**src/inc/vram_host_pkg.sv**
```systemverilog
/*
	constants, command and pin types for the video dram random port controller.
	assumes one 200 MHz clock and a multiport video dram wired to the pin struct.
*/
package vram_host_pkg;
	localparam int CLK_MHZ = 200;
	localparam int T_STEP_NS = 15;
	localparam int T_ACCESS_NS = 60;
	localparam int T_PRE_NS = 80;
	localparam int T_RAS_MAX_NS = 10000;
	localparam int REFRESH_MS = 8;
	localparam int ROW_COUNT = 512;
	localparam int TMR_W = 12;
	localparam int REF_W = 16;
	// least times round up, the refresh spacing rounds down
	localparam int STEP_CYC = (T_STEP_NS * CLK_MHZ + 999) / 1000;
	localparam int ACCESS_CYC = (T_ACCESS_NS * CLK_MHZ + 999) / 1000;
	localparam int PRE_CYC = (T_PRE_NS * CLK_MHZ + 999) / 1000;
	localparam int RAS_MAX_CYC = (T_RAS_MAX_NS * CLK_MHZ) / 1000;
	localparam int REFRESH_CYC = (REFRESH_MS * 1000000 / ROW_COUNT) * CLK_MHZ / 1000;
	localparam logic [TMR_W-1:0] STEP_LD = TMR_W'(STEP_CYC - 1);
	localparam logic [TMR_W-1:0] ACCESS_LD = TMR_W'(ACCESS_CYC - 1);
	localparam logic [TMR_W-1:0] PRE_LD = TMR_W'(PRE_CYC - 1);
	localparam logic [TMR_W-1:0] RAS_MAX_LD = TMR_W'(RAS_MAX_CYC - 1);
	localparam logic [REF_W-1:0] REFRESH_LD = REF_W'(REFRESH_CYC - 1);

	typedef enum logic [3:0] {
		OP_READ, OP_WRITE, OP_WR_MASK, OP_WR_PERSIST,
		OP_BLOCK, OP_BLOCK_MASK, OP_BLOCK_PERSIST, OP_LOAD_MASK,
		OP_LOAD_COLOR, OP_REF_RAS, OP_REF_CBR, OP_XFER_WR,
		OP_XFER_ALT, OP_XFER_PSEUDO, OP_XFER_RD, OP_XFER_SPLIT
	} op_t;

	typedef struct packed {
		op_t op;
		logic [8:0] row;
		logic [8:0] col;
		logic [3:0] wmask;
		logic [3:0] data;
		logic keep_open;
	} cmd_t;

	typedef struct packed {
		logic ras_n;
		logic cas_n;
		logic w_n;
		logic xfer_output_enable_n;
		logic special_function_sel;
		logic serial_enable_n;
		logic [8:0] addr;
		logic [3:0] random_data_lines;
		logic dq_oe;
	} pins_t;

	localparam pins_t PINS_IDLE = '{ras_n: 1'b1, cas_n: 1'b1, w_n: 1'b1,
		xfer_output_enable_n: 1'b1, special_function_sel: 1'b0,
		serial_enable_n: 1'b1, addr: 9'h000, random_data_lines: 4'h0, dq_oe: 1'b0};
endpackage

```
**src/hw/vram_host.sv**
```systemverilog
/*
	host side controller for the random port of a multiport video dram.
	assumes the dram pins are wired to PINS_OUT and DQ_IN; the dq wire is resolved outside.
*/
`timescale 1ns/100ps
// Contract
// - we low, sel low at row fall: reload mask
// - mask at row fall, data at later strobe
// - full page of accesses in one row; here page mode ends once the row has been low about 10 us (RAS_MAX_CYC cycles)
// - every row refreshed each eight ms
// - row-only refresh keeps column strobe high
// - sel high both falls loads color
// - we high during refresh cycles
module vram_host
(
	// clock and reset
	input wire logic CLK_IN,
	input wire logic RST_N_IN,
	// command port
	input wire logic CMD_VALID_IN,
	input wire vram_host_pkg::cmd_t CMD_IN,
	output logic CMD_READY_OUT,
	// read answer
	output logic RSP_VALID_OUT,
	output logic [3:0] RSP_DATA_OUT,
	// dram pins
	output vram_host_pkg::pins_t PINS_OUT,
	input wire logic [3:0] DQ_IN
);
	import vram_host_pkg::*;

	typedef enum logic [2:0] {ST_IDLE, ST_SETUP, ST_ROW, ST_COL, ST_CAS, ST_CASUP, ST_PAGE,
		ST_PRE} state_t;

	// levels of xfer oe, we, sel, serial enable at the row strobe fall
	function automatic logic [3:0] ras_ctl(input op_t op);
		case (op)
			OP_WR_MASK, OP_BLOCK_MASK: ras_ctl = 4'h9;
			OP_WR_PERSIST, OP_BLOCK_PERSIST: ras_ctl = 4'hb;
			OP_LOAD_MASK, OP_LOAD_COLOR: ras_ctl = 4'hf;
			OP_REF_RAS, OP_REF_CBR: ras_ctl = 4'hd;
			OP_XFER_WR: ras_ctl = 4'h0;
			OP_XFER_ALT: ras_ctl = 4'h3;
			OP_XFER_PSEUDO: ras_ctl = 4'h1;
			OP_XFER_RD: ras_ctl = 4'h5;
			OP_XFER_SPLIT: ras_ctl = 4'h7;
			default: ras_ctl = 4'hd;
		endcase
	endfunction

	function automatic logic is_wr(input op_t op);
		is_wr = (op >= OP_WRITE) && (op <= OP_LOAD_COLOR);
	endfunction

	function automatic logic is_ref(input op_t op);
		is_ref = (op == OP_REF_RAS) || (op == OP_REF_CBR);
	endfunction

	function automatic logic is_xfer(input op_t op);
		is_xfer = op >= OP_XFER_WR;
	endfunction

	function automatic logic is_block(input op_t op);
		is_block = (op >= OP_BLOCK) && (op <= OP_BLOCK_PERSIST);
	endfunction

	// column phase: address flows before the strobe, write data or enables ahead of it
	function automatic pins_t col_pins(input pins_t p, input cmd_t c);
		pins_t r;
		r = p;
		r.addr = c.col;
		r.special_function_sel = is_block(c.op) || (c.op == OP_LOAD_COLOR);
		r.w_n = !is_wr(c.op);
		r.random_data_lines = c.data;
		r.dq_oe = is_wr(c.op);
		if (!is_xfer(c.op))
			r.xfer_output_enable_n = is_wr(c.op);
		col_pins = r;
	endfunction

	state_t st_q, st_d;
	cmd_t cmd_q, cmd_d;
	pins_t pins_q, pins_d;
	logic [TMR_W-1:0] tmr_q, tmr_d;
	logic [TMR_W-1:0] ras_age_q;
	logic [REF_W-1:0] ref_tmr_q;
	logic ref_pend_q, ref_clr, ref_tick;
	logic rsp_v_q, rsp_v_d;
	logic [3:0] rdata_q, rdata_d;
	logic [3:0] dq_s1_q, dq_s2_q;

	wire tmr_done = tmr_q == '0;
	wire ras_old = ras_age_q >= RAS_MAX_LD;
	wire page_ok = (CMD_IN.row == cmd_q.row) && !ras_old && !ref_pend_q && !is_ref(CMD_IN.op)
		&& !is_xfer(CMD_IN.op) && (CMD_IN.op != OP_LOAD_MASK) && (CMD_IN.op != OP_WR_MASK)
		&& (CMD_IN.op != OP_BLOCK_MASK) && ((CMD_IN.op == cmd_q.op)
		|| (CMD_IN.op <= OP_WRITE && cmd_q.op <= OP_WRITE));
	wire cmd_rdy = ((st_q == ST_IDLE) && !ref_pend_q) || ((st_q == ST_PAGE) && page_ok);
	wire take = CMD_VALID_IN && cmd_rdy;
	assign ref_tick = ref_tmr_q == REFRESH_LD;
	assign CMD_READY_OUT = cmd_rdy;
	assign RSP_VALID_OUT = rsp_v_q;
	assign RSP_DATA_OUT = rdata_q;
	assign PINS_OUT = pins_q;

	always_comb
	begin
		st_d = st_q;
		cmd_d = cmd_q;
		pins_d = pins_q;
		tmr_d = tmr_done ? tmr_q : tmr_q - 1'b1;
		rsp_v_d = 1'b0;
		rdata_d = rdata_q;
		ref_clr = 1'b0;
		case (st_q)
			ST_IDLE:
			begin
				pins_d = PINS_IDLE;
				tmr_d = STEP_LD;
				if (ref_pend_q)
				begin
					cmd_d = '0;
					cmd_d.op = OP_REF_CBR;
					ref_clr = 1'b1;
					st_d = ST_SETUP;
				end
				else if (take)
				begin
					cmd_d = CMD_IN;
					st_d = ST_SETUP;
				end
			end
			ST_SETUP:
			begin
				pins_d.addr = cmd_q.row;
				{pins_d.xfer_output_enable_n, pins_d.w_n, pins_d.special_function_sel,
					pins_d.serial_enable_n} = ras_ctl(cmd_q.op);
				pins_d.random_data_lines = cmd_q.wmask;
				pins_d.dq_oe = (cmd_q.op == OP_WR_MASK) || (cmd_q.op == OP_BLOCK_MASK);
				pins_d.cas_n = cmd_q.op != OP_REF_CBR;
				if (tmr_done)
				begin
					pins_d.ras_n = 1'b0;
					st_d = ST_ROW;
					tmr_d = STEP_LD;
				end
			end
			ST_ROW:
			begin
				pins_d.dq_oe = 1'b0;
				if (tmr_done)
				begin
					if (is_ref(cmd_q.op))
					begin
						st_d = ST_CAS;
						tmr_d = ACCESS_LD;
					end
					else
					begin
						pins_d = col_pins(pins_q, cmd_q);
						st_d = ST_COL;
						tmr_d = STEP_LD;
					end
				end
			end
			ST_COL:
				if (tmr_done)
				begin
					pins_d.cas_n = 1'b0;
					st_d = ST_CAS;
					tmr_d = ACCESS_LD;
				end
			ST_CAS:
				if (tmr_done && is_ref(cmd_q.op))
				begin
					pins_d = PINS_IDLE;
					st_d = ST_PRE;
					tmr_d = PRE_LD;
				end
				else if (tmr_done)
				begin
					rdata_d = dq_s2_q;
					rsp_v_d = cmd_q.op == OP_READ;
					pins_d.cas_n = 1'b1;
					pins_d.w_n = 1'b1;
					pins_d.dq_oe = 1'b0;
					pins_d.special_function_sel = 1'b0;
					pins_d.xfer_output_enable_n = 1'b1;
					st_d = ST_CASUP;
					tmr_d = STEP_LD;
				end
			ST_CASUP:
				if (tmr_done && cmd_q.keep_open && !is_xfer(cmd_q.op))
					st_d = ST_PAGE;
				else if (tmr_done)
				begin
					pins_d = PINS_IDLE;
					st_d = ST_PRE;
					tmr_d = PRE_LD;
				end
			ST_PAGE:
				if (take)
				begin
					cmd_d = CMD_IN;
					pins_d = col_pins(pins_q, CMD_IN);
					st_d = ST_COL;
					tmr_d = STEP_LD;
				end
				else if (CMD_VALID_IN || ref_pend_q || ras_old)
				begin
					pins_d = PINS_IDLE;
					st_d = ST_PRE;
					tmr_d = PRE_LD;
				end
			ST_PRE:
				if (tmr_done)
					st_d = ST_IDLE;
			default:
				st_d = ST_IDLE;
		endcase
	end

	always_ff @(posedge CLK_IN or negedge RST_N_IN)
		if (!RST_N_IN)
		begin
			st_q <= ST_IDLE;
			cmd_q <= '0;
			pins_q <= PINS_IDLE;
			tmr_q <= '0;
			rsp_v_q <= 1'b0;
			rdata_q <= 4'h0;
		end
		else
		begin
			st_q <= st_d;
			cmd_q <= cmd_d;
			pins_q <= pins_d;
			tmr_q <= tmr_d;
			rsp_v_q <= rsp_v_d;
			rdata_q <= rdata_d;
		end

	// refresh pacing, row low age and input synchroniser
	always_ff @(posedge CLK_IN or negedge RST_N_IN)
		if (!RST_N_IN)
		begin
			ref_tmr_q <= '0;
			ref_pend_q <= 1'b0;
			ras_age_q <= '0;
			dq_s1_q <= 4'h0;
			dq_s2_q <= 4'h0;
		end
		else
		begin
			ref_tmr_q <= ref_tick ? '0 : ref_tmr_q + 1'b1;
			ref_pend_q <= ref_tick || (ref_pend_q && !ref_clr);
			ras_age_q <= pins_q.ras_n ? '0 : (ras_old ? ras_age_q : ras_age_q + 1'b1);
			dq_s1_q <= DQ_IN;
			dq_s2_q <= dq_s1_q;
		end
endmodule

```
**config.mk**
```make
export PLATFORM = sky130hd
export DESIGN_NAME = vram_host
export DESIGN_NICKNAME = d
export VERILOG_FILES = /design/src/inc/vram_host_pkg.sv /design/src/hw/vram_host.sv
export SDC_FILE = /design/constraint.sdc
export NUM_CORES = 1
export LEC_CHECK = 0
export BUFFER_PORTS_ARGS = -buffer_cell sky130_fd_sc_hd__buf_2
export CELL_PAD_IN_SITES_DETAIL_PLACEMENT = 0
export CELL_PAD_IN_SITES_GLOBAL_PLACEMENT = 1
export CORE_MARGIN = 8
export CORE_UTILIZATION = 50
export CTS_BUF_LIST = sky130_fd_sc_hd__clkbuf_16
export DETAILED_ROUTE_END_ITERATION = 8
export PLACE_DENSITY_LB_ADDON = 0.1
export SLEW_MARGIN = 20
export SYNTH_ARGS = -nofsm -noshare
export SYNTH_HDL_FRONTEND = slang
export SYNTH_SLANG_ARGS = --single-unit
```
**constraint.sdc**
```tcl
create_clock -name CLK_IN -period 7.6 [get_ports CLK_IN]
set_input_delay 0 -clock CLK_IN [delete_from_list [all_inputs] [get_ports CLK_IN]]
set_output_delay 0 -clock CLK_IN [all_outputs]
set_load 0.02 [all_outputs]
```
==> impl_table.tex, run 1 <==
\begin{tabular}{lr}
\hline
Metric & Value \\
\hline
\multicolumn{2}{l}{\textbf{STA}} \\
Sum of negative setup slack & 0 ps \\
Final Max Tran Viols & 0 \\
Max Freq & around 290 MHz \\
Final setup viols & 0 \\
Endpoints failing hold & 0 \\
Max\_slew headroom & 0.250 \\
Tmin final & $\sim$3400 ps \\
Unrepaired setup endpoints after global routing & false \\
Fin crit share & 0.452 \\
Worst clock skew & between 10 and 15 ps \\
Actual slew at the worst max-slew pin & around 1100 ps \\
\multicolumn{2}{l}{\textbf{CTS}} \\
Number of buffers inserted to repair setup after CTS & 0 \\
H-Tree Level Count & 3 \\
Number of CTS-inserted buffers & 9 \\
Clock Sink Count & 108 \\
Cell at the root of the clock tree & sky130\_fd\_sc\_hd\_\_clkbuf\_16 \\
TritonCTS clock tree & done \\
Insertion delay of the later-clocked pin in the worst-skew pair & 360 ps \\
Number of buffers on the longest clock path & 2 \\
Clock-pin slew reported for the worst setup and hold paths after clock tree synthesis & about 70 ps \\
\multicolumn{2}{l}{\textbf{Floorplanning}} \\
\# rows & 39 \\
Horizontal die dimension & between 100 and 150 um \\
Area of the die & between 15000 and 20000 sq um \\
Floorplan Core Area & $\sim$11000 sq um \\
Starting utilization of the core area & 0.510 \\
Vertical die dimension & 124 um \\
I/O Pins & 64 \\
\multicolumn{2}{l}{\textbf{Synth}} \\
Avg Synthesized Cell Area & $\sim$10 sq um \\
Post-synthesis sequential area ratio & 0.468 \\
Count of yosys warnings during synthesis & 0 \\
Library cells used by synthesis & 74 \\
Flip-flop and latch count after synthesis & between 100 and 150 \\
Syn Inst Count & 559 \\
Post-synth ARST share & 1.00 \\
Netlist area before placement & between 5000 and 6000 sq um \\
Post-Synthesis Net Count & 608 \\
Primary FF master, synth & sky130\_fd\_sc\_hd\_\_dfrtp\_1 \\
Cell type with the highest aggregate area in the netlist & sky130\_fd\_sc\_hd\_\_dfrtp\_1 \\
Number of flops mapped to enable cells by yosys & 0 \\
Proportion of netlist area held by the largest area contributor & 0.445 \\
Main area contributors after synthesis & sky130\_fd\_sc\_hd\_\_dfrtp\_1, sky130\_fd\_sc\_hd\_\_a22o\_1, sky130\_fd\_sc\_hd\_\_xor2\_1 \\
\multicolumn{2}{l}{\textbf{Route}} \\
Detailed Route WL & between 10000 and 15000 um \\
Number of vias per cell & about 5.9 \\
TritonRoute pass-1 iters & 7 \\
Wire length per cell & 18.4 um \\
Antenna-violating nets left & 0 \\
Count of routing violations after the opening detailed-route iteration & around 300 \\
Count of unresolved DRC violations after routing & 0 \\
Number of vias after detailed routing & about 4.7k \\
\multicolumn{2}{l}{\textbf{Global routing}} \\
Maximum number of pins on one net before global-route repair & between 50 and 60 \\
Overall track demand over capacity in global routing & 0.200 \\
Number of global-route vias before repair & 4664 \\
Global-route wire length before repair & 24000 um \\
Overall overflow remaining after global route & 0 \\
Number of antenna violations at the first check in global routing & 0 \\
\multicolumn{2}{l}{\textbf{Hold path}} \\
Min-Delay Path Class & input port to register \\
\multicolumn{2}{l}{\textbf{Final layout}} \\
Share of post-route cells with drive strength above 1 & 0.177 \\
Antenna diode count & 0 \\
Register cell area after layout & approximately 2700 sq um \\
Number of filler cells placed in the layout & between 900 and 1k \\
Multi-input gate area & between 2000 and 3000 sq um \\
Commonest cells after routing, fill and taps aside & sky130\_fd\_sc\_hd\_\_dfrtp\_1, sky130\_fd\_sc\_hd\_\_buf\_2, sky130\_fd\_sc\_hd\_\_nor2\_1 \\
Area overhead of the layout relative to synthesis & 16.3\% \\
Most frequent standard cell in the layout excluding fill and tap cells & sky130\_fd\_sc\_hd\_\_dfrtp\_1 \\
Final layout net count & 688 \\
Final core utilization & 0.592 \\
\multicolumn{2}{l}{\textbf{Pwr}} \\
Worst voltage drop across the vdd grid & 0.000154 V \\
Cell area power density & between 150 and 200 nW/um\^{}2 \\
Leakage & just over 3 nW \\
Final total power & between 0.001 and 0.0015 W \\
\multicolumn{2}{l}{\textbf{Worst setup path}} \\
Worst Setup Path Type & register to register \\
Gate family responsible for the most delay along the worst path & simple AND/OR/NAND/NOR gates \\
Largest incremental delay on the critical path & 930 ps \\
Worst setup slack for register-to-register paths & 4160 ps \\
Type of element capturing the critical path & register \\
Setup crit start kind & register \\
Data required time of the critical path & between 7000 and 8000 ps \\
WP buf/inv & 1 \\
Cell breakdown of the critical path & nand3b\_2, nor3\_1, nand3\_1, nor3\_4, o21ai\_2, buf\_4, a22o\_1 \\
Worst Path Max Fanout & 31 \\
Endpoint arrival time on the critical path & 3680 ps \\
Master of the slowest instance on the critical path & sky130\_fd\_sc\_hd\_\_nor3\_4 \\
\multicolumn{2}{l}{\textbf{Placement}} \\
IO Port Bufs & 63 \\
Half-perimeter wire length after detailed placement & between 9000 and 10000 um \\
Gpl congestion & approximately 0.87 \\
\multicolumn{2}{l}{\textbf{Outcome}} \\
Result of the run & complete, no violations \\
\multicolumn{2}{l}{\textbf{Flow run}} \\
Maxcap violations & 0 \\
\hline
\end{tabular}
==> per-layer routing <==
layer | global-route usage | up-vias | wire length, um
li1 | - | 2190 | -
met1 | 0.263 | 2341 | 6680
met2 | 0.315 | 105 | 6860
met3 | 0.0453 | 24 | 617
met4 | 0.0783 | 0 | 306
met5 | 0 | - | 0
==> Yosys cell counts (all sizes together), types with 12 or more instances <==
cell type / n
o21ai: 15
buf: 16
dfrtp: 103
nor2: 57
xor2: 32
clkbuf: 17
inv: 19
nand2: 38
nand3: 13
a22o: 44
a221o: 15
nor3: 14
xnor2: 12
a21oi: 20
==> worst register-to-register path: cells and delay by family, from the launching register on <==
family | cells | cell delay, ps
compound gates | 2 | 410
simple gates | 4 | 1750
flops | 1 | 870
buf+inv | 1 | 290
==> area by class of cell <==
cell class	count	share of cell area
clock buffers	9	0.0334
clock inverters	7	0.00762
inverters	19	0.0106
multi-input cells	399	0.416
flip-flops and latches	108	0.402
well taps	143	0.0266
repair buffers	102	0.104
==> cells by family after synthesis <==
group           after synthesis  share of synthesized area
mux                          11                     0.0222
flops                       108                      0.468
buf+inv                      52                     0.0503
fa+ha+maj                    12                     0.0255
simple gates                188                      0.173
compound gates              144                      0.195
xor+xnor                     44                     0.0665
==> flip-flops by register name (all words and copies together), names as in the netlist <==
name	cells
PINS_OUT	20
RSP_DATA_OUT	4
RSP_VALID_OUT	1
cmd_q	31
dq_s1_q	4
dq_s2_q	4
ras_age_q	12
ref_pend_q	1
ref_tmr_q	16
st_q	3
tmr_q	12
==> stage by stage <==
step                      worst slack [ps]  std cells  instance area, sq um  hold WS (ps)
after CTS                             4190        787                  6730          12.1
final                                 4160        787                  6740          23.0
after detailed placement              4200        736                  6100           100
after global routing                  3980        787                  6740          57.5
after floorplan                       5070        559                  5790          -296
after global placement                4220        736                  6100          85.4
==> where the power goes <==
group | internal (W) | switching, W
logic | 0.0000357 | 0.0000393
clock network | 0.000224 | 0.000221
registers | 0.000585 | 0.00000912
total | 0.000845 | 0.000269
==> path summary, 6_finish.rpt <==
| path | cells past startpoint | from | end |
|---|---|---|---|
| worst max-delay path | 7 | st_q[1] | cmd_q[7] |
| worst min-delay path | 3 | CMD_IN[30] | cmd_q[30] |
| worst max register to register | 7 | st_q[1] | cmd_q[7] |
| worst min register to register | 0 | dq_s1_q[1] | dq_s2_q[1] |
| max in group asynchronous | 3 | RST_N_IN | tmr_q[3] |
| min in group asynchronous | 2 | RST_N_IN | ras_age_q[7] |
==> timing repair <==
action	4_1_cts	5_1_grt
hold buffers	35	0
resized for setup	0	0
endpoints found under the hold margin	97	0
endpoints found under the setup margin	0	0
Note: power is estimated with default switching activity, not from simulation.
==> run 2, diff against run 1 <==
--- a/config.mk
+++ b/config.mk
@@ -9,7 +9,7 @@
 export CELL_PAD_IN_SITES_DETAIL_PLACEMENT = 0
 export CELL_PAD_IN_SITES_GLOBAL_PLACEMENT = 1
 export CORE_MARGIN = 8
-export CORE_UTILIZATION = 50
+export CORE_UTILIZATION = 46
 export CTS_BUF_LIST = sky130_fd_sc_hd__clkbuf_16
 export DETAILED_ROUTE_END_ITERATION = 8
 export PLACE_DENSITY_LB_ADDON = 0.1
==> constraint.sdc (replaced) <==
create_clock -name CLK_IN -period 3.3 [get_ports CLK_IN]
set_input_delay 0 -clock CLK_IN [delete_from_list [all_inputs] [get_ports CLK_IN]]
set_output_delay 0 -clock CLK_IN [all_outputs]
set_load 0.02 [all_outputs]
==> impl_table.tex, run 2 (synthesis gave the netlist of run 1 again) <==
\begin{tabular}{lr}
\hline
Metric & Value \\
\hline
\multicolumn{2}{l}{\textbf{Outcome}} \\
Result of the run & complete, no violations \\
\multicolumn{2}{l}{\textbf{CTS}} \\
Clock-pin slew reported for the worst setup and hold paths after clock tree synthesis & approximately 70 ps \\
Number of buffers on the longest clock path & 2 \\
Quantity of hold-fixing buffers added after cts & 36 \\
TritonCTS clock tree & done \\
Post-CTS Resized & 0 \\
Number of CTS-inserted buffers & 9 \\
Cell at the root of the clock tree & sky130\_fd\_sc\_hd\_\_clkbuf\_16 \\
Number of buffers inserted to repair setup after CTS & 0 \\
Clock Sink Count & around 110 \\
Insertion delay of the later-clocked pin in the worst-skew pair & $\sim$360 ps \\
H-Tree Level Count & 3 \\
\multicolumn{2}{l}{\textbf{Route}} \\
Antenna-violating nets left & 0 \\
Number of vias per cell & about 5.7 \\
TritonRoute pass-1 iters & 5 \\
Count of routing violations after the opening detailed-route iteration & 260 \\
Count of unresolved DRC violations after routing & 0 \\
Wire length per cell & 18.1 um \\
Number of vias after detailed routing & roughly 4.7k \\
Detailed Route WL & 15000 um \\
\multicolumn{2}{l}{\textbf{Worst setup path}} \\
Cell breakdown of the critical path & nor3\_1, and4\_1, buf\_4, a211oi\_4, nor2\_1, o21ai\_1, buf\_4, a221o\_1 \\
Data required time of the critical path & $\sim$3500 ps \\
Endpoint arrival time on the critical path & 3020 ps \\
Type of element capturing the critical path & register \\
Gate family responsible for the most delay along the worst path & simple AND/OR/NAND/NOR gates \\
Critical Path Most Common Cell & sky130\_fd\_sc\_hd\_\_buf\_4 \\
Worst Setup Path Type & register to register \\
WP buf/inv & 2 \\
Largest incremental delay on the critical path & 650 ps \\
Worst setup slack for register-to-register paths & between 500 and 600 ps \\
Worst Path Max Fanout & 17 \\
Master of the slowest instance on the critical path & sky130\_fd\_sc\_hd\_\_nor3\_1 \\
Setup crit start kind & register \\
\multicolumn{2}{l}{\textbf{Pwr}} \\
Worst voltage drop across the vdd grid & roughly 0.00032 V \\
Final total power & $\sim$0.0026 W \\
Cell area power density & 375 nW/um\^{}2 \\
Leakage & between 3 and 4 nW \\
\multicolumn{2}{l}{\textbf{STA}} \\
Actual slew at the worst max-slew pin & 812 ps \\
Max\_slew headroom & 0.454 \\
Final Max Tran Viols & 0 \\
Final setup viols & 0 \\
Fin crit share & 0.844 \\
Worst clock skew & around 6.2 ps \\
Max Freq & 359 MHz \\
Tmin final & 2790 ps \\
Unrepaired setup endpoints after global routing & false \\
Endpoints failing hold & 0 \\
Sum of negative setup slack & 0 ps \\
\multicolumn{2}{l}{\textbf{Global routing}} \\
Global-route wire length before repair & about 25000 um \\
Number of global-route vias before repair & 4768 \\
Overall track demand over capacity in global routing & 0.193 \\
Number of antenna violations at the first check in global routing & 0 \\
Overall overflow remaining after global route & 0 \\
Maximum number of pins on one net before global-route repair & 56 \\
\multicolumn{2}{l}{\textbf{Floorplanning}} \\
Area of the die & around 16000 sq um \\
Horizontal die dimension & 128 um \\
Floorplan Core Area & $\sim$12000 sq um \\
Starting utilization of the core area & 0.465 \\
Vertical die dimension & 128 um \\
I/O Pins & 64 \\
\# rows & 41 \\
\multicolumn{2}{l}{\textbf{Final layout}} \\
Register cell area after layout & between 2000 and 3000 sq um \\
Multi-input gate area & between 2000 and 3000 sq um \\
Number of filler cells placed in the layout & between 1k and 1.5k \\
Commonest cells after routing, fill and taps aside & sky130\_fd\_sc\_hd\_\_dfrtp\_1, sky130\_fd\_sc\_hd\_\_buf\_2, sky130\_fd\_sc\_hd\_\_nor2\_1 \\
Area overhead of the layout relative to synthesis & 18.6\% \\
Share of post-route cells with drive strength above 1 & 0.188 \\
Most frequent standard cell in the layout excluding fill and tap cells & sky130\_fd\_sc\_hd\_\_dfrtp\_1 \\
Final layout net count & approximately 700 \\
Antenna diode count & 0 \\
Most flop-heavy register & cmd\_q \\
Flip-flop count of the largest register after layout & 31 \\
\multicolumn{2}{l}{\textbf{Placement}} \\
IO Port Bufs & 63 \\
Gpl congestion & slightly above 0.9 \\
Half-perimeter wire length after detailed placement & 10400 um \\
\multicolumn{2}{l}{\textbf{Flow run}} \\
Maxcap violations & 0 \\
\multicolumn{2}{l}{\textbf{Hold path}} \\
Min-Delay Path Class & input port to async pin \\
\hline
\end{tabular}
-- run 2: final timing paths --
path,start,endpoint,cells past startpoint
max in group asynchronous,RST_N_IN,PINS_OUT[18],3
min in group CLK_IN,DQ_IN[3],dq_s1_q[3],2
worst max register to register,tmr_q[9],PINS_OUT[4],8
worst min register to register,dq_s1_q[0],dq_s2_q[0],0
worst min-delay path,RST_N_IN,ras_age_q[3],2
worst max-delay path,tmr_q[9],PINS_OUT[4],8
-- run 2: per-stage QoR --
| stage | util | setup slack, ps | hold slack, ps | instance area (sq um) | instances |
|---|---|---|---|---|---|
| after detailed placement | 0.500 | 596 | 91.4 | 6230 | 775 |
| after global routing | 0.551 | 442 | 276 | 6870 | 827 |
| after global placement | 0.500 | 652 | 78.0 | 6230 | 775 |
| after CTS | 0.551 | 586 | 259 | 6870 | 827 |
| after floorplan | - | 774 | -296 | 5790 | 559 |
| final | 0.551 | 515 | 227 | 6870 | 827 |
-- run 2: cell type report --
| cell class | instances | share of cell area |
|---|---|---|
| Clock buffer | 9 | 0.0328 |
| Clock inverter | 7 | 0.00820 |
| Inverter | 19 | 0.0104 |
| Multi-Input combinational cell | 399 | 0.407 |
| Sequential cell | 108 | 0.394 |
| Tap cell | 172 | 0.0313 |
| Timing Repair Buffer | 113 | 0.116 |
-- run 2: worst register-to-register path, cell delays in order, from the launching register on --
cell and delay (ps):
sky130_fd_sc_hd__dfrtp_1 410, sky130_fd_sc_hd__nor3_1 650, sky130_fd_sc_hd__and4_1 330, sky130_fd_sc_hd__buf_4 260, sky130_fd_sc_hd__a211oi_4 110, sky130_fd_sc_hd__nor2_1 260
sky130_fd_sc_hd__o21ai_1 120, sky130_fd_sc_hd__buf_4 220, sky130_fd_sc_hd__a221o_1 310
-- run 2: where the power goes --
| part | total (W) | switching [W] | internal, W |
|---|---|---|---|
| logic | 0.000173 | 0.0000888 | 0.0000846 |
| clock network | 0.00104 | 0.000513 | 0.000524 |
| registers | 0.00137 | 0.0000214 | 0.00135 |
-- run 2: per-layer routing --
metal | GRT usage | vias to the layer above | wire, um
li1 | - | 2211 | -
met1 | 0.243 | 2303 | 6600
met2 | 0.310 | 136 | 7160
met3 | 0.0420 | 28 | 824
met4 | 0.0846 | 0 | 423
met5 | 0 | - | 0
